===== config.mk =====
export PLATFORM = sky130hd
export DESIGN_NAME = lbd_dimming_ctrl
export DESIGN_NICKNAME = d
export VERILOG_FILES = /design/src/verilog/lbd_pkg.sv /design/src/verilog/lbd_duty_meter.sv /design/src/verilog/lbd_dimming_ctrl.sv
export SDC_FILE = /design/constraint.sdc
export NUM_CORES = 1
export LEC_CHECK = 0
export ABC_AREA = 1
export BUFFER_PORTS_ARGS = -buffer_cell sky130_fd_sc_hd__buf_2
export CAP_MARGIN = 40
export CORE_ASPECT_RATIO = 1.25
export CORE_MARGIN = 2
export CORE_UTILIZATION = 55
export CTS_BUF_LIST = sky130_fd_sc_hd__clkbuf_8 sky130_fd_sc_hd__clkbuf_16
export DETAILED_ROUTE_END_ITERATION = 8
export PLACE_DENSITY = 0.73
export SETUP_SLACK_MARGIN = 0.02
export SYNTH_ARGS = -nofsm -noshare
export SYNTH_HDL_FRONTEND = slang
export SYNTH_SLANG_ARGS = --single-unit

===== constraint.sdc =====
create_clock -name clk_i -period 133.4 [get_ports clk_i]
set_input_delay 20.01 -clock clk_i [delete_from_list [all_inputs] [get_ports clk_i]]
set_output_delay 20.01 -clock clk_i [all_outputs]
set_load 0.01 [all_outputs]

===== src/verilog/lbd_pkg.sv =====
// package of constants and types for the backlight dimming controller
package lbd_pkg;
  localparam int CLK_HZ = 20_000_000;
  localparam int NUM_SINKS = 8;
  localparam int BRIGHT_W = 8;
  // ----------------------------------------------------------------
  // register map (byte addresses)
  // ----------------------------------------------------------------
  localparam logic [7:0] ADDR_BRIGHT = 8'h00;
  localparam logic [7:0] ADDR_MODE = 8'h04;
  localparam logic [7:0] ADDR_SINK = 8'h08;
  localparam logic [7:0] ADDR_CTRL = 8'h0C;
  localparam logic [7:0] ADDR_DUTY = 8'h10;
  // ----------------------------------------------------------------
  // field positions and reset values
  // ----------------------------------------------------------------
  localparam int CTRL_EN_BIT = 0;
  localparam int CTRL_REARM_BIT = 1;
  localparam int MODE_IF_BIT = 2;
  localparam logic [7:0] BRIGHT_RST = 8'h00;
  localparam logic [31:0] CTRL_RST = 32'h0000_0000;
  // ----------------------------------------------------------------
  // timing
  // ----------------------------------------------------------------
  localparam int DIM_FREQ_HZ = 210;
  localparam int DIM_STEP_CYC = CLK_HZ / (DIM_FREQ_HZ * 256);
  localparam int MIN_IN_HZ = 200;
  localparam int PERIOD_MAX_CYC = CLK_HZ / MIN_IN_HZ;
  localparam int PER_W = 17;
  localparam int CHK_US = 100;
  localparam int CHK_CYC = (CHK_US * (CLK_HZ / 1_000_000));
  localparam logic [1:0] RESP_OKAY = 2'b00;
  localparam logic [1:0] RESP_SLVERR = 2'b10;
  // ----------------------------------------------------------------
  // modes
  // ----------------------------------------------------------------
  typedef enum logic [1:0] {
    LBD_DIM_INTERNAL = 2'b00,
    LBD_DIM_ANALOG   = 2'b01,
    LBD_DIM_DIRECT   = 2'b11
  } lbd_dim_e;
  typedef enum logic [1:0] {
    LBD_ST_OFF   = 2'b00,
    LBD_ST_CHECK = 2'b01,
    LBD_ST_RUN   = 2'b11
  } lbd_state_e;
  // strap level: low, high or open
  typedef enum logic [1:0] {
    LBD_PIN_LOW  = 2'b00,
    LBD_PIN_HIGH = 2'b01,
    LBD_PIN_OPEN = 2'b10
  } lbd_pin_e;
endpackage : lbd_pkg


===== src/verilog/lbd_duty_meter.sv =====
// duty cycle meter for the incoming pwm signal
`timescale 1ns/1ps
`default_nettype none
module lbd_duty_meter #(
  parameter int PER_W = 17
) (
  // clock and reset
  input  wire logic             clk_i,
  input  wire logic             rst_i,
  // synchronised pwm level
  input  wire logic             pwm_i,
  // result
  output logic [7:0]            duty_o,
  output logic                  done_o
);
  import lbd_pkg::*;

  typedef struct packed {
    logic [PER_W-1:0] per_cnt;
    logic [PER_W-1:0] high_cnt;
    logic             pwm_d;
    logic [7:0]       duty;
    logic             done;
  } lbd_meter_s;

  lbd_meter_s st_reg;
  lbd_meter_s st_next;
  logic [PER_W+7:0] scaled;

  // counting every clock keeps the rate fitted to any input period shorter than the all-ones per_cnt saturation
  always_comb begin
    st_next = st_reg;
    st_next.done = 1'b0;
    st_next.pwm_d = pwm_i;
    scaled = '0;
    if (pwm_i && !st_reg.pwm_d) begin
      // rising edge closes one period; result ready each period
      scaled = ({8'h00, st_reg.high_cnt} << 8) - {8'h00, st_reg.high_cnt};
      if (st_reg.per_cnt != '0) begin
        st_next.duty = 8'((scaled + {8'h00, st_reg.per_cnt >> 1}) / {8'h00, st_reg.per_cnt});
      end
      st_next.done = 1'b1;
      st_next.per_cnt = PER_W'(1);
      st_next.high_cnt = PER_W'(1);
    end else if (st_reg.per_cnt != '1) begin
      // saturation guards a stuck input; auto-ranged over the band
      st_next.per_cnt = st_reg.per_cnt + PER_W'(1);
      if (pwm_i) begin
        st_next.high_cnt = st_reg.high_cnt + PER_W'(1);
      end
    end
  end

  always_ff @(posedge clk_i or posedge rst_i) begin
    if (rst_i) begin
      st_reg <= '0;
    end else begin
      st_reg <= st_next;
    end
  end

  assign duty_o = st_reg.duty;
  assign done_o = st_reg.done;
endmodule : lbd_duty_meter
`default_nettype wire


===== src/verilog/lbd_dimming_ctrl.sv =====
// backlight dimming controller top: straps, brightness, sinks, axi4-lite registers
// ----------------------------------------------------------------
// ----------------------------------------------------------------
`timescale 1ns/1ps
`default_nettype none
module lbd_dimming_ctrl #(
  parameter int NUM_SINKS = lbd_pkg::NUM_SINKS,
  parameter int DIM_STEP_CYC = lbd_pkg::DIM_STEP_CYC,
  parameter int CHK_CYC = lbd_pkg::CHK_CYC
) (
  // clock and reset
  input  wire logic                 clk_i,
  input  wire logic                 rst_i,
  // straps, each as level plus open flag
  input  wire logic                 mode_strap_a_i,
  input  wire logic                 mode_strap_a_open_i,
  input  wire logic                 mode_strap_b_i,
  input  wire logic                 mode_strap_b_open_i,
  // pwm inputs and enable pin
  input  wire logic                 pwm_in_i,
  input  wire logic                 direct_dim_input_i,
  input  wire logic                 enable_i,
  // sink sense comparators
  input  wire logic [NUM_SINKS-1:0] sink_below_thr_i,
  input  wire logic [NUM_SINKS-1:0] sink_no_current_i,
  // sink drive
  output logic [NUM_SINKS-1:0]      led_sink_channel_o,
  output logic [7:0]                sink_level_o,
  output logic [NUM_SINKS-1:0]      sink_in_loop_o,
  // axi4-lite write address and data
  input  wire logic [7:0]           s_axi_awaddr,
  input  wire logic                 s_axi_awvalid,
  output logic                      s_axi_awready,
  input  wire logic [31:0]          s_axi_wdata,
  input  wire logic [3:0]           s_axi_wstrb,
  input  wire logic                 s_axi_wvalid,
  output logic                      s_axi_wready,
  // axi4-lite write response
  output logic [1:0]                s_axi_bresp,
  output logic                      s_axi_bvalid,
  input  wire logic                 s_axi_bready,
  // axi4-lite read
  input  wire logic [7:0]           s_axi_araddr,
  input  wire logic                 s_axi_arvalid,
  output logic                      s_axi_arready,
  output logic [31:0]               s_axi_rdata,
  output logic [1:0]                s_axi_rresp,
  output logic                      s_axi_rvalid,
  input  wire logic                 s_axi_rready
);
  import lbd_pkg::*;

  // ----------------------------------------------------------------
  // functions
  // ----------------------------------------------------------------
  function automatic lbd_pin_e pin_level(input logic lvl, input logic is_open);
    pin_level = is_open ? LBD_PIN_OPEN : (lvl ? LBD_PIN_HIGH : LBD_PIN_LOW);
  endfunction : pin_level

  function automatic logic is_addr(input logic [7:0] a, input logic [7:0] ref_addr);
    is_addr = (a[7:2] == ref_addr[7:2]);
  endfunction : is_addr

  // ----------------------------------------------------------------
  // state
  // ----------------------------------------------------------------
  typedef struct packed {
    logic [1:0]           a_s;
    logic [1:0]           b_s;
    logic [1:0]           ao_s;
    logic [1:0]           bo_s;
    logic [1:0]           pwm_s;
    logic [1:0]           direct_dim_input_s;
    logic [1:0]           en_s;
    logic [NUM_SINKS-1:0] thr_s1;
    logic [NUM_SINKS-1:0] thr_s2;
    logic [NUM_SINKS-1:0] nc_s1;
    logic [NUM_SINKS-1:0] nc_s2;
    lbd_dim_e             dim;
    logic                 if_smbus;
    logic                 mode_ok;
    lbd_state_e           fsm;
    logic [23:0]          chk_cnt;
    logic [NUM_SINKS-1:0] sink_act;
    logic [7:0]           bright;
    logic [15:0]          div_cnt;
    logic [7:0]           ramp;
    logic [NUM_SINKS-1:0] sink_on;
    logic [7:0]           level;
    logic                 rearm;
    logic                 aw_got;
    logic [7:0]           aw_addr;
    logic                 w_got;
    logic [31:0]          w_data;
    logic [3:0]           w_strb;
    logic                 bvalid;
    logic [1:0]           bresp;
    logic                 rvalid;
    logic [31:0]          rdata;
    logic [1:0]           rresp;
  } lbd_state_s;

  lbd_state_s st_reg;
  lbd_state_s st_next;

  logic [7:0] meas_duty;
  logic       meas_done;

  // ----------------------------------------------------------------
  // duty meter
  // ----------------------------------------------------------------
  lbd_duty_meter #(
    .PER_W (PER_W)
  ) u_meter (
    .clk_i  (clk_i),
    .rst_i  (rst_i),
    .pwm_i  (st_reg.pwm_s[1]),
    .duty_o (meas_duty),
    .done_o (meas_done)
  );

  // ----------------------------------------------------------------
  // next state
  // ----------------------------------------------------------------
  always_comb begin
    lbd_pin_e pa;
    lbd_pin_e pb;
    logic     en_rise;
    logic     dim_tick;
    pa = pin_level(st_reg.a_s[1], st_reg.ao_s[1]);
    pb = pin_level(st_reg.b_s[1], st_reg.bo_s[1]);
    en_rise = st_reg.en_s[1] && (st_reg.fsm == LBD_ST_OFF);
    st_next = st_reg;
    dim_tick = 1'b0;
    st_next.rearm = 1'b0;

    // two-flop synchronisers on all pins
    st_next.a_s = {st_reg.a_s[0], mode_strap_a_i};
    st_next.b_s = {st_reg.b_s[0], mode_strap_b_i};
    st_next.ao_s = {st_reg.ao_s[0], mode_strap_a_open_i};
    st_next.bo_s = {st_reg.bo_s[0], mode_strap_b_open_i};
    st_next.pwm_s = {st_reg.pwm_s[0], pwm_in_i};
    st_next.direct_dim_input_s = {st_reg.direct_dim_input_s[0], direct_dim_input_i};
    st_next.en_s = {st_reg.en_s[0], enable_i};
    st_next.thr_s1 = sink_below_thr_i;
    st_next.thr_s2 = st_reg.thr_s1;
    st_next.nc_s1 = sink_no_current_i;
    st_next.nc_s2 = st_reg.nc_s1;
    // strap decode, sampled while disabled so a mode never changes mid-run
    if (st_reg.fsm == LBD_ST_OFF) begin
      st_next.mode_ok = 1'b1;
      if (pa == LBD_PIN_HIGH && pb == LBD_PIN_LOW) begin
        st_next.dim = LBD_DIM_INTERNAL;
        st_next.if_smbus = 1'b1;
      end else if (pa == LBD_PIN_OPEN && pb == LBD_PIN_LOW) begin
        st_next.dim = LBD_DIM_INTERNAL;
        st_next.if_smbus = 1'b0;
      end else if (pa == LBD_PIN_LOW && pb == LBD_PIN_HIGH) begin
        st_next.dim = LBD_DIM_ANALOG;
        st_next.if_smbus = 1'b1;
      end else if (pa == LBD_PIN_LOW && pb == LBD_PIN_OPEN) begin
        st_next.dim = LBD_DIM_ANALOG;
        st_next.if_smbus = 1'b0;
      end else if (pa == LBD_PIN_LOW && pb == LBD_PIN_LOW) begin
        st_next.dim = LBD_DIM_DIRECT;
        st_next.if_smbus = 1'b0;
      end else begin
        // unlisted combination: hold sinks off
        st_next.mode_ok = 1'b0;
      end
    end

    // ----------------------------------------------------------------
    // axi4-lite slave: one outstanding write and read
    // ----------------------------------------------------------------
    if (s_axi_awvalid && !st_reg.aw_got && !st_reg.bvalid) begin
      st_next.aw_got = 1'b1;
      st_next.aw_addr = s_axi_awaddr;
    end
    if (s_axi_wvalid && !st_reg.w_got && !st_reg.bvalid) begin
      st_next.w_got = 1'b1;
      st_next.w_data = s_axi_wdata;
      st_next.w_strb = s_axi_wstrb;
    end
    if (st_reg.aw_got && st_reg.w_got && !st_reg.bvalid) begin
      st_next.aw_got = 1'b0;
      st_next.w_got = 1'b0;
      st_next.bvalid = 1'b1;
      st_next.bresp = RESP_OKAY;
      if (is_addr(st_reg.aw_addr, ADDR_BRIGHT)) begin
        // host value goes straight in, pwm interface ignores it
        if (st_reg.if_smbus && st_reg.w_strb[0]) begin
          st_next.bright = st_reg.w_data[7:0];
        end
      end else if (is_addr(st_reg.aw_addr, ADDR_CTRL)) begin
        if (st_reg.w_strb[0] && st_reg.w_data[CTRL_REARM_BIT]) begin
          st_next.rearm = 1'b1;
        end
      end else if (!is_addr(st_reg.aw_addr, ADDR_MODE) && !is_addr(st_reg.aw_addr, ADDR_SINK)
                   && !is_addr(st_reg.aw_addr, ADDR_DUTY)) begin
        st_next.bresp = RESP_SLVERR;
      end
    end
    if (st_reg.bvalid && s_axi_bready) begin
      st_next.bvalid = 1'b0;
    end
    if (s_axi_arvalid && !st_reg.rvalid) begin
      st_next.rvalid = 1'b1;
      st_next.rresp = RESP_OKAY;
      st_next.rdata = '0;
      if (is_addr(s_axi_araddr, ADDR_BRIGHT)) begin
        st_next.rdata[7:0] = st_reg.bright;
      end else if (is_addr(s_axi_araddr, ADDR_MODE)) begin
        st_next.rdata[1:0] = st_reg.dim;
        st_next.rdata[MODE_IF_BIT] = st_reg.if_smbus;
        st_next.rdata[3] = st_reg.mode_ok;
      end else if (is_addr(s_axi_araddr, ADDR_SINK)) begin
        st_next.rdata[NUM_SINKS-1:0] = st_reg.sink_act;
      end else if (is_addr(s_axi_araddr, ADDR_CTRL)) begin
        st_next.rdata[CTRL_EN_BIT] = (st_reg.fsm != LBD_ST_OFF);
      end else if (is_addr(s_axi_araddr, ADDR_DUTY)) begin
        st_next.rdata[7:0] = meas_duty;
      end else begin
        st_next.rresp = RESP_SLVERR;
      end
    end
    if (st_reg.rvalid && s_axi_rready) begin
      st_next.rvalid = 1'b0;
    end

    // measured duty feeds brightness on the pwm interface
    if (!st_reg.if_smbus && meas_done) begin
      st_next.bright = meas_duty;
    end

    // ----------------------------------------------------------------
    // enable sequence and unused channel detection
    // ----------------------------------------------------------------
    unique case (st_reg.fsm)
      LBD_ST_OFF: begin
        if (en_rise) begin
          // fresh enable re-arms every channel not already below threshold
          st_next.sink_act = st_reg.thr_s2 ^ {NUM_SINKS{1'b1}};
          st_next.chk_cnt = '0;
          st_next.fsm = LBD_ST_CHECK;
        end
      end
      LBD_ST_CHECK: begin
        // grounded pins keep dropping while the start-up window lasts
        st_next.sink_act = st_reg.sink_act & ~st_reg.thr_s2;
        if (st_reg.chk_cnt == 24'(CHK_CYC - 1)) begin
          // zero-current strings leave the feedback loop
          st_next.sink_act = st_reg.sink_act & ~st_reg.thr_s2 & ~st_reg.nc_s2;
          st_next.fsm = LBD_ST_RUN;
        end else begin
          st_next.chk_cnt = st_reg.chk_cnt + 24'd1;
        end
      end
      LBD_ST_RUN: begin
        if (st_reg.rearm) begin
          st_next.sink_act = {NUM_SINKS{1'b1}};
          st_next.chk_cnt = '0;
          st_next.fsm = LBD_ST_CHECK;
        end
      end
      default: begin
        st_next.fsm = LBD_ST_OFF;
      end
    endcase
    if (!st_reg.en_s[1]) begin
      st_next.fsm = LBD_ST_OFF;
    end

    // ----------------------------------------------------------------
    // dimming oscillator: 256 steps per dimming period
    // ----------------------------------------------------------------
    if (st_reg.div_cnt == 16'(DIM_STEP_CYC - 1)) begin
      st_next.div_cnt = '0;
      dim_tick = 1'b1;
    end else begin
      st_next.div_cnt = st_reg.div_cnt + 16'd1;
    end
    if (dim_tick) begin
      st_next.ramp = st_reg.ramp + 8'd1;
    end

    // ----------------------------------------------------------------
    // sink drive
    // ----------------------------------------------------------------
    st_next.sink_on = '0;
    st_next.level = '0;
    if (st_reg.fsm != LBD_ST_OFF && st_reg.mode_ok) begin
      unique case (st_reg.dim)
        LBD_DIM_INTERNAL: begin
          // own rate, register duty, all used sinks together
          if (st_reg.ramp < st_reg.bright) begin
            st_next.sink_on = st_reg.sink_act;
          end
          st_next.level = 8'hFF;
        end
        LBD_DIM_DIRECT: begin
          // input level drives sinks directly
          if (st_reg.direct_dim_input_s[1]) begin
            st_next.sink_on = st_reg.sink_act;
          end
          st_next.level = 8'hFF;
        end
        LBD_DIM_ANALOG: begin
          // always conducting, current linear in register
          st_next.sink_on = st_reg.sink_act;
          st_next.level = st_reg.bright;
        end
      endcase
    end
  end

  // ----------------------------------------------------------------
  // registers
  // ----------------------------------------------------------------
  always_ff @(posedge clk_i or posedge rst_i) begin
    if (rst_i) begin
      st_reg <= '0; // brightness clears, sinks off, fsm off
    end else begin
      st_reg <= st_next;
    end
  end

  // ----------------------------------------------------------------
  // outputs
  // ----------------------------------------------------------------
  assign led_sink_channel_o = st_reg.sink_on;
  assign sink_level_o = st_reg.level;
  assign sink_in_loop_o = st_reg.sink_act;
  assign s_axi_awready = !st_reg.aw_got && !st_reg.bvalid;
  assign s_axi_wready = !st_reg.w_got && !st_reg.bvalid;
  assign s_axi_bvalid = st_reg.bvalid;
  assign s_axi_bresp = st_reg.bresp;
  assign s_axi_arready = !st_reg.rvalid;
  assign s_axi_rvalid = st_reg.rvalid;
  assign s_axi_rdata = st_reg.rdata;
  assign s_axi_rresp = st_reg.rresp;
endmodule : lbd_dimming_ctrl
`default_nettype wire


---- Yosys cells after proc, flatten, opt, wreduce, memory -nomap -nowiden ----
Cells that the tools add are included.
word-level totals
  word-level logic and storage cells ...... 197
  register bits after elaboration ......... 237
  input bits .............................. 82
operators by class
  equal/unequal tests ..................... 25
  bitwise gates (word level) .............. 4
  add/subtract/negate cells ............... 7
  divide/modulo/power cells ............... 1
  reductions and logical operators ........ 59
  $lt $le $gt $ge ......................... 1
  mux-type cells .......................... 62
operator list
  cell                                                                number
  34-bit 2-to-1 mux                                                   4
  32-bit one-hot mux with 3 select lines                              1
  8-bit 2-to-1 mux                                                    10
  16-bit one-hot mux with 3 select lines                              1
  37-bit 2-to-1 mux                                                   1
  35-bit 2-to-1 mux                                                   1
  17-bit by 1-bit adder with 17-bit output (second input constant)    2
  16-bit 2-to-1 mux                                                   2
  2-bit 2-to-1 mux                                                    13
  25-bit by 16-bit adder with 25-bit output                           1
  25-bit by 17-bit divider with 25-bit output                         1
  25-bit by 17-bit subtractor with 25-bit output                      1
  24-bit by 1-bit adder with 24-bit output (second input constant)    1
  24-bit by 11-bit == test with 1-bit output (second input constant)  1
  6-bit by 2-bit == test with 1-bit output (second input constant)    4
  1-bit logical AND                                                   24
  24-bit 2-to-1 mux                                                   1
  2-bit nonzero test                                                  10
  3-bit 2-to-1 mux                                                    6
  17-bit 2-to-1 mux                                                   1
  17-bit inequality test (second input constant)                      1
  17-bit nonzero test                                                 1
  16-bit by 1-bit adder with 16-bit output (second input constant)    1
  8-bit AND                                                           2
  23 further kinds                                                    68

---- Depth between registers and ports, before layout ----
Gate-level depths: netlist (run 1).
  word-level depth ........................ 9
  mapped depth ............................ 453
  depth with buffers taken out ............ 434

---- Hierarchy ----
A second synthesis (run 1) with hierarchy kept.
unflattened totals
  cells, all modules ...................... 4,052
  area, all modules ....................... 26,698.1 sq um
by module, submodules not included
  module            times used  area an instance (sq um)  seq. area each (sq um)  cells an instance
  lbd_duty_meter    1           18,798.0                  1,101.1                 3,123
  lbd_dimming_ctrl  1           7,900.1                   4,053.9                 929

---- Worst setup path after synthesis (run 1) ----
Ideal clock, no wire load.
  path kind ............................... reg2reg
  start ................................... register u_meter.st_reg[39] (netlist name)
  end ..................................... register u_meter.st_reg, in the netlist u_meter.duty_o[0]
  required time ........................... 133.283 ns
  setup time .............................. 0.117 ns
  arrival ................................. 57.163 ns
  path slack .............................. 76.120 ns
  stages on the path, launching flop included .. 439
  clock period less this slack ............ 57.280 ns
  cell sequence ........................... dfrtp_1 -> inv_1 -> fa_1 -> inv_1 -> ha_1 -> nand2_1 -> nor2_2 -> inv_2 -> nor2_1 -> nand3_1 -> nand3_1 -> nand3_1 -> nand2_1 -> xor2_1 -> ha_1 -> inv_1 -> nor3_1 -> nand3_1 -> (+403 left out) -> buf_2 -> o21ai_1 -> ha_1 -> a21oi_1 -> o21ai_0 -> a221oi_1 -> o21a_1 -> o21ai_0 -> nand2_1 -> o211ai_1 -> a21oi_1 -> o21ai_0 -> inv_1 -> nand3_1 -> nor2_1 -> nand3_1 -> nor2_1 -> nor2_1
on the way
  cells in the longest elaborated chain, start to end .. 2
ends and longest elaborated chain
  item                                                                                line                                        source
  from (decl)                                                                         lbd_duty_meter.sv:26                        lbd_meter_s st_reg;
  from (signal assigned)                                                              lbd_duty_meter.sv:58                        st_reg <= st_next;
  25-bit by 16-bit adder with 25-bit output or 17-bit nonzero test (tied branches)    lbd_duty_meter.sv:40, lbd_duty_meter.sv:39
  25-bit by 17-bit divider with 25-bit output or 2-bit AND reduction (tied branches)  -
Several ways; a longest one is shown, not always the timed one.
A chain may end at the register's enable or synchronous reset.

---- Worst setup path in the final report (run 1) ----
  start ................................... register u_meter.st_reg[43] (netlist name)
  end ..................................... register u_meter.st_reg, in the netlist u_meter.duty_o[0]
The elaborated chain is that of the path after synthesis.

==> key figures, run 1 <==
Outcome
  • Status: finished, final reports clean

Final layout
  • Final Core Density: between 50 and 60%
  • Share of layout cells above drive strength 1: 7.95%
  • Max reg flops: between 100 and 150
  • Antenna Cells: 0
  • Most common cell after layout, fill and taps aside: nand2_1
  • Filler Cell Count: around 4600
  • Nets: 4345
  • Most frequent cells in the layout: 864 x nand2_1, 581 x inv_1, 347 x ha_1, 297 x o21ai_0, 265 x nor2_1
  • Area grow syn2layout: 6.47%

Die
  • Initial Util: 55.9%
  • Core area: 46400 um2
  • FP Rows: 88
  • Die Y: ~250 um
  • Die X: a little under 200 um
  • Num ports: roughly 150
  • Die Area: between 40000 and 50000 um2

STA
  • Clk_skew: 0.0114 ns
  • Worst setup margin: approximately 67 ns
  • Fin. max-slew vios: 0
  • Tmin final: 66.62 ns
  • Worst-Margin Slew: roughly 0.83 ns
  • Sum Neg Setup Slack: 0 ns
  • Fmax: 15.0 MHz
  • Max-slew headroom: between 40% and 50%
  • Hold Vio Cnt, Final: 0
  • Crit share post-route: 49.9%
  • Final Setup Violations: 0
  • RSZ-0062 raised after global routing: no

Global route
  • Largest net degree at the start of global routing: 96
  • Vias in the first global route: approximately 23000
  • Total track usage: a little over a quarter
  • Global-route wire length before repair: 108 mm
  • Total grt overflow: 0
  • Initial antenna violation count: 0

Setup path
  • Worst Setup Start Kind: flop
  • Setup CP Type: reg2reg
  • R2R Setup Slk: between 60 and 70 ns
  • CP max stage delay: roughly 0.57 ns
  • Endpoint type of the worst setup path: flop
  • R2r startpoint: u_meter.st_reg[43]
  • Arrival @ worst endpoint: 67.06 ns
  • CP max-delay cell: a2111oi_0
  • WP data required: about 130 ns
  • Crit path max fanout: 37
  • CP most frequent cell: nand2_1
  • Worst R2R Path Depth: ~410
  • R2R Path End: u_meter.duty_o[0]

Run
  • Max Cap Viol: 0

Clock tree
  • CTS H-tree lvls: 1
  • Clk Latency, worst-skew pair: ~0.55 ns
  • TritonCTS Sinks: 206
  • Clock root buffer: clkbuf_16
  • Setup bufs post-CTS: 0
  • Longest Clk Path Bufs: 3
  • CTS tree: built
  • Number of CTS-inserted buffers: 23
  • Clock-pin transition on the worst setup and hold timing paths: approximately 0.060 ns
  • CTS Hold Bufs: 0
  • Number of gates resized after cts: 0

Detailed routing
  • Routed Antenna Nets: 0
  • Via count: 24500
  • Drt total wl: 66.9 mm
  • DR vias/cell: 5.37
  • WL/cell: 14.7 um
  • Iteration-0 DRC count of the detailed router: roughly 1200
  • Drt drc: 0
  • Drt pass-1 iters: 5

Yosys
  • FF+latch count, synth: 206
  • Prevailing post-synth register cell: dfrtp_1
  • Cell count after synthesis: between 3000 and 4000
  • Synthesis Warnings: 0
  • Seq/Total Area, Yosys: between 10% and 20%
  • Unique masters post-synth: 67
  • Avg Inst Size Synth: slightly below 7 um2
  • Post-synth EDFFs: 0
  • Asr flop ratio synth: between 90% and 100%
  • Cell Area, Synth: 25900 um2

Min path
  • Hold Crit Class: reg2reg
  • Worst Hold Endpoint: st_reg[188]
  • Hold depth: 0
  • HP Start: st_next[188]

Place
  • Post-Place Setup Slack: 67.07 ns
  • IO Port Bufs: 89
  • HPWL after DPL: 52.8 mm
  • Global placer's final weighted congestion: about 0.95
==> cells in the mapped netlist, types with 6 or more instances <==
cell / instances / area share [%]
nand2_1: 864 / 13
inv_1: 581 / 8.4
ha_1: 347 / 17
o21ai_0: 297 / 5.7
nor2_1: 265 / 3.8
a21oi_1: 247 / 4.8
dfrtp_1: 206 / 20
nand3_1: 165 / 3.2
xor2_1: 135 / 4.6
nor3_1: 83 / 1.6
xnor2_1: 76 / 2.6
nand4_1: 63 / 1.5
buf_4: 60 / 1.7
clkbuf_1: 41 / 0.59
a21o_1: 38 / 1.1
inv_2: 32 / 0.46
nor4_1: 28 / 0.68
o21bai_1: 28 / 0.81
or2_2: 26 / 0.63
nand2_2: 22 / 0.53
o31ai_1: 18 / 0.52
a21oi_2: 15 / 0.51
o21ai_1: 15 / 0.29
mux2_2: 14 / 0.61
a221oi_1: 13 / 0.44
nand3b_1: 13 / 0.38
o21a_1: 12 / 0.35
nand3_2: 11 / 0.43
nor2_2: 11 / 0.27
a31oi_1: 10 / 0.24
a22oi_1: 9 / 0.26
fa_1: 9 / 0.70
clkinv_1: 7 / 0.10
nor2_4: 7 / 0.30
and2_1: 6 / 0.14
nand3_4: 6 / 0.41
==> per-stage QoR <==
| step | cells | hold WS (ns) | instance area (um2) |
|---|---|---|---|
| 2_1_floorplan | 3872 | 0.331 | 26000 |
| 3_3_place_gp | 4509 | 0.332 | 26800 |
| 3_5_place_dp | 4512 | 0.336 | 26800 |
| 4_1_cts | 4553 | 0.345 | 27600 |
| 5_1_grt | 4553 | 0.347 | 27600 |
| 6_report | 4553 | 0.342 | 27600 |
==> worst max-delay path: cells and delay by family, from the launching register on <==
family / cells / cell delay, ns
adder cells (fa/ha/maj): 27 / 8.99
AND/OR/NAND/NOR: 155 / 19.06
flip-flops: 1 / 0.45
buffers and inverters: 73 / 8.74
AO/OA/AOI/OAI: 156 / 28.70
XOR/XNOR: 1 / 0.38
==> per-layer routing <==
metal  routed length, um  global-route usage, %  vias up
li1                    -                      -    12700
met2               32900                   50.7      495
met4                4540                   16.8        0
met1               27000                   29.7    11000
met3                2530                   2.26      207
met5                   0                      0        -
==> worst max path at each step <==
stage | from | end | slack [ns]
final | u_meter.st_reg[43] | u_meter.duty_o[0] | 66.78
after global routing | u_meter.st_reg[43] | u_meter.duty_o[0] | 59.09
after CTS | u_meter.st_reg[43] | u_meter.duty_o[0] | 66.76
after detailed placement | u_meter.st_reg[43] | u_meter.duty_o[0] | 67.07
after global placement | u_meter.st_reg[43] | u_meter.duty_o[0] | 67.81
after floorplan | u_meter.st_reg[39] | u_meter.duty_o[0] | 76.12
==> logic make-up (layout without fill, tap and decap cells) <==
kind of cell | after synthesis | in the layout | share of synthesized area, %
multiplexers | 14 | 14 | 0.609
AO/OA/AOI/OAI | 739 | 739 | 16.2
flip-flops | 206 | 206 | 19.9
buffers and inverters | 726 | 777 | 11.4
AND/OR/NAND/NOR | 1594 | 1594 | 27.2
other | 1 | 26 | 0.0145
adder cells (fa/ha/maj) | 356 | 356 | 17.5
XOR/XNOR | 211 | 211 | 7.13
==> cell type report <==
class / count / area, um2 / share of cell area [%]
Multi-Input combinational cell: 2940 / 17900 / 64.8
Clock buffer: 26 / 617 / 2.24
Inverter: 621 / 2340 / 8.48
Sequential cell: 206 / 5150 / 18.7
Timing Repair Buffer: 115 / 681 / 2.47
Tap cell: 630 / 788 / 2.86
Clock inverter: 15 / 118 / 0.426
Power of run 1 is left out: the tool's default activity adds up to more than one toggle a clock period on the data nets, which glitch-free logic cannot reach.
==> inputs of run 2 (changes only) <==
--- a/config.mk
+++ b/config.mk
@@ -5,7 +5,7 @@
 export SDC_FILE = /design/constraint.sdc
 export NUM_CORES = 1
 export LEC_CHECK = 0
-export ABC_AREA = 1
+export ABC_AREA = 0
 export BUFFER_PORTS_ARGS = -buffer_cell sky130_fd_sc_hd__buf_2
 export CAP_MARGIN = 40
 export CORE_ASPECT_RATIO = 1.25
@@ -13,7 +13,7 @@
 export CORE_UTILIZATION = 55
 export CTS_BUF_LIST = sky130_fd_sc_hd__clkbuf_8 sky130_fd_sc_hd__clkbuf_16
 export DETAILED_ROUTE_END_ITERATION = 8
-export PLACE_DENSITY = 0.73
+export PLACE_DENSITY = 0.76
 export SETUP_SLACK_MARGIN = 0.02
 export SYNTH_ARGS = -nofsm -noshare
 export SYNTH_HDL_FRONTEND = slang
==> constraint.sdc (replaced) <==
create_clock -name clk_i -period 56.1 [get_ports clk_i]
set_input_delay 8.415 -clock clk_i [delete_from_list [all_inputs] [get_ports clk_i]]
set_output_delay 8.415 -clock clk_i [all_outputs]
set_load 0.01 [all_outputs]
==> key figures, run 2 <==
Detailed routing
  • WL/cell: roughly 19 um
  • Routed Antenna Nets: 0
  • Via count: approximately 28000
  • Drt drc: 0
  • DR vias/cell: 6.16
  • Drt total wl: between 80 and 90 mm
  • Drt pass-1 iters: 6
  • Iteration-0 DRC count of the detailed router: about 2000

Yosys
  • Avg Inst Size Synth: around 8.0 um2
  • Asr flop ratio synth: 100%
  • Synthesis Warnings: 0
  • Area contributors post-synth: dfrtp_1 20%, ha_1 17%, nor2_1 4.9%, xnor2_1 4.9%, a21oi_1 4.4%
  • Unique masters post-synth: roughly 100
  • Post-synth EDFFs: 0
  • Cell accounting for the most synthesized area: dfrtp_1
  • Cell Area, Synth: approximately 26000 um2
  • Share of the synthesized area in the top cell type: between 20% and 30%
  • Prevailing post-synth register cell: dfrtp_1
  • Commonest cells in the synthesized netlist: 347 x ha_1, 334 x nor2_1, 287 x nand2_1
  • Seq/Total Area, Yosys: 20.2%
  • Cell count after synthesis: between 3000 and 4000
  • FF+latch count, synth: around 200
  • Count leader, synth: ha_1

Clock tree
  • Clock root buffer: clkbuf_16
  • CTS H-tree lvls: 1
  • Clock-pin transition on the worst setup and hold timing paths: 0.07 ns
  • Number of CTS-inserted buffers: 23
  • TritonCTS Sinks: ~210
  • CTS Hold Bufs: 0
  • Longest Clk Path Bufs: 3
  • CTS tree: built
  • Clk Latency, worst-skew pair: roughly 0.54 ns

Global route
  • Initial antenna violation count: 0
  • Largest net degree at the start of global routing: between 70 and 80
  • Vias in the first global route: about 27000
  • Global-route wire length before repair: ~130 mm
  • Total track usage: 32.9%
  • Total grt overflow: 0

Final layout
  • Filler Cell Count: around 3400
  • Nets: approximately 4400
  • Most frequent cells in the layout: 693 x buf_4, 323 x ha_1, 321 x nor2_1, 282 x nand2_1, 203 x dfrtp_1
  • Antenna Cells: 0
  • Multi-input gate area: around 20000 um2
  • Share of layout cells above drive strength 1: 29.9%
  • Most common cell after layout, fill and taps aside: buf_4
  • Sequential cell area: ~5200 um2
  • Area grow syn2layout: 30.8%
  • Max reg flops: a little over 100

STA
  • Fin. max-slew vios: 0
  • Clk_skew: between 0.02 and 0.025 ns
  • Final Setup Violations: 0
  • Tmin final: about 55 ns
  • Crit share post-route: 97.9%
  • Worst-Margin Slew: 0.898 ns
  • Max-slew headroom: between 30% and 40%
  • Fmax: between 15 and 20 MHz
  • Hold Vio Cnt, Final: 0
  • Sum Neg Setup Slack: 0 ns

Setup path
  • CP max stage delay: 0.54 ns
  • Worst Setup Start Kind: flop
  • Endpoint type of the worst setup path: flop
  • CP most frequent cell: buf_4
  • Arrival @ worst endpoint: ~55 ns
  • Crit path max fanout: 18
  • WP data required: 56.53 ns
  • Setup CP Type: reg2reg
  • CP max-delay cell: fa_1

Die
  • Die Area: roughly 48000 um2
  • Num ports: about 150
  • Die X: 197 um
  • Core area: 46000 um2
  • Die Y: 245 um
  • FP Rows: 88
  • Initial Util: a little under three fifths

Place
  • HPWL after DPL: 62.8 mm
  • IO Port Bufs: 89
  • Global placer's final weighted congestion: approximately 0.97

Outcome
  • Status: finished, final reports clean

Run
  • Max Cap Viol: 0

Min path
  • Hold Crit Class: reg2reg
## run 2: cells by family after synthesis
kind of cell               share of synthesized area [%]
DFF                                                 20.2
adders and majority gates                           17.8
and+or+nand+nor                                     21.5
muxes                                               5.32
other                                             0.0147
xor gates and xnor gates                            7.95
buffers and inverters                               5.03
AOI/OAI and AO/OA                                   22.3
## run 2: path summary, 6_finish.rpt
kind / startpoint / endpoint / slack, ns / cells past startpoint
worst min register to register: st_next[189] / st_reg[189] / 0.35 / 0
worst min-delay path: st_next[189] / st_reg[189] / 0.35 / 0
worst max register to register: u_meter.st_reg[17] / u_meter.duty_o[0] / 1.16 / 298
worst max-delay path: u_meter.st_reg[17] / u_meter.duty_o[0] / 1.16 / 298
min in group asynchronous: rst_i / st_reg[107] / 7.93 / 2
max in group asynchronous: rst_i / u_meter.st_reg[24] / 46.22 / 5
## run 2: final cells by class
type | count | area share (%)
inverter | 143 | 1.63
timing repair buffer | 795 | 17.4
multi-input combinational | 2744 | 61.2
sequential | 206 | 15.4
tap | 585 | 2.19
clock buffer | 27 | 1.89
clock inverter | 10 | 0.269
## run 2: layer usage
metal | vias up | routed length [um] | global-route usage (%)
li1 | 13000 | - | -
met1 | 13100 | 33000 | 37.5
met2 | 1205 | 41800 | 59.0
met3 | 407 | 5230 | 3.82
met4 | 0 | 5750 | 19.6
met5 | - | 0 | 0
## run 2: critical path, delay by kind of cell (launching register included)
family                     cells  cell delay (ns)
muxes                          8             2.71
xor gates and xnor gates       2             0.18
and+or+nand+nor               66             9.86
adders and majority gates     24             7.32
DFF                            1             0.35
buffers and inverters         56             7.65
AOI/OAI and AO/OA            142            26.73
## run 2: what timing repair did
item	CTS	global route
pin swaps	4	111
resized for setup	33	239
setup buffers	37	53
endpoints found under the setup margin	1	2
gates cloned	0	1
## run 2: through the flow
stage	setup WS [ns]	hold WS (ns)	utilization, %	area (um2)	std cells
6_report	1.16	0.347	72.7	33400	4510
5_1_grt	-1.21	0.352	72.7	33400	4510
4_1_cts	0.0669	0.346	69.5	32000	4456
3_5_place_dp	-1.04	0.336	67.1	30900	4382
3_3_place_gp	0.497	0.334	67.0	30800	4378
2_1_floorplan	0.0831	0.331	-	25800	3224
Power of run 2 is left out for the same reason.
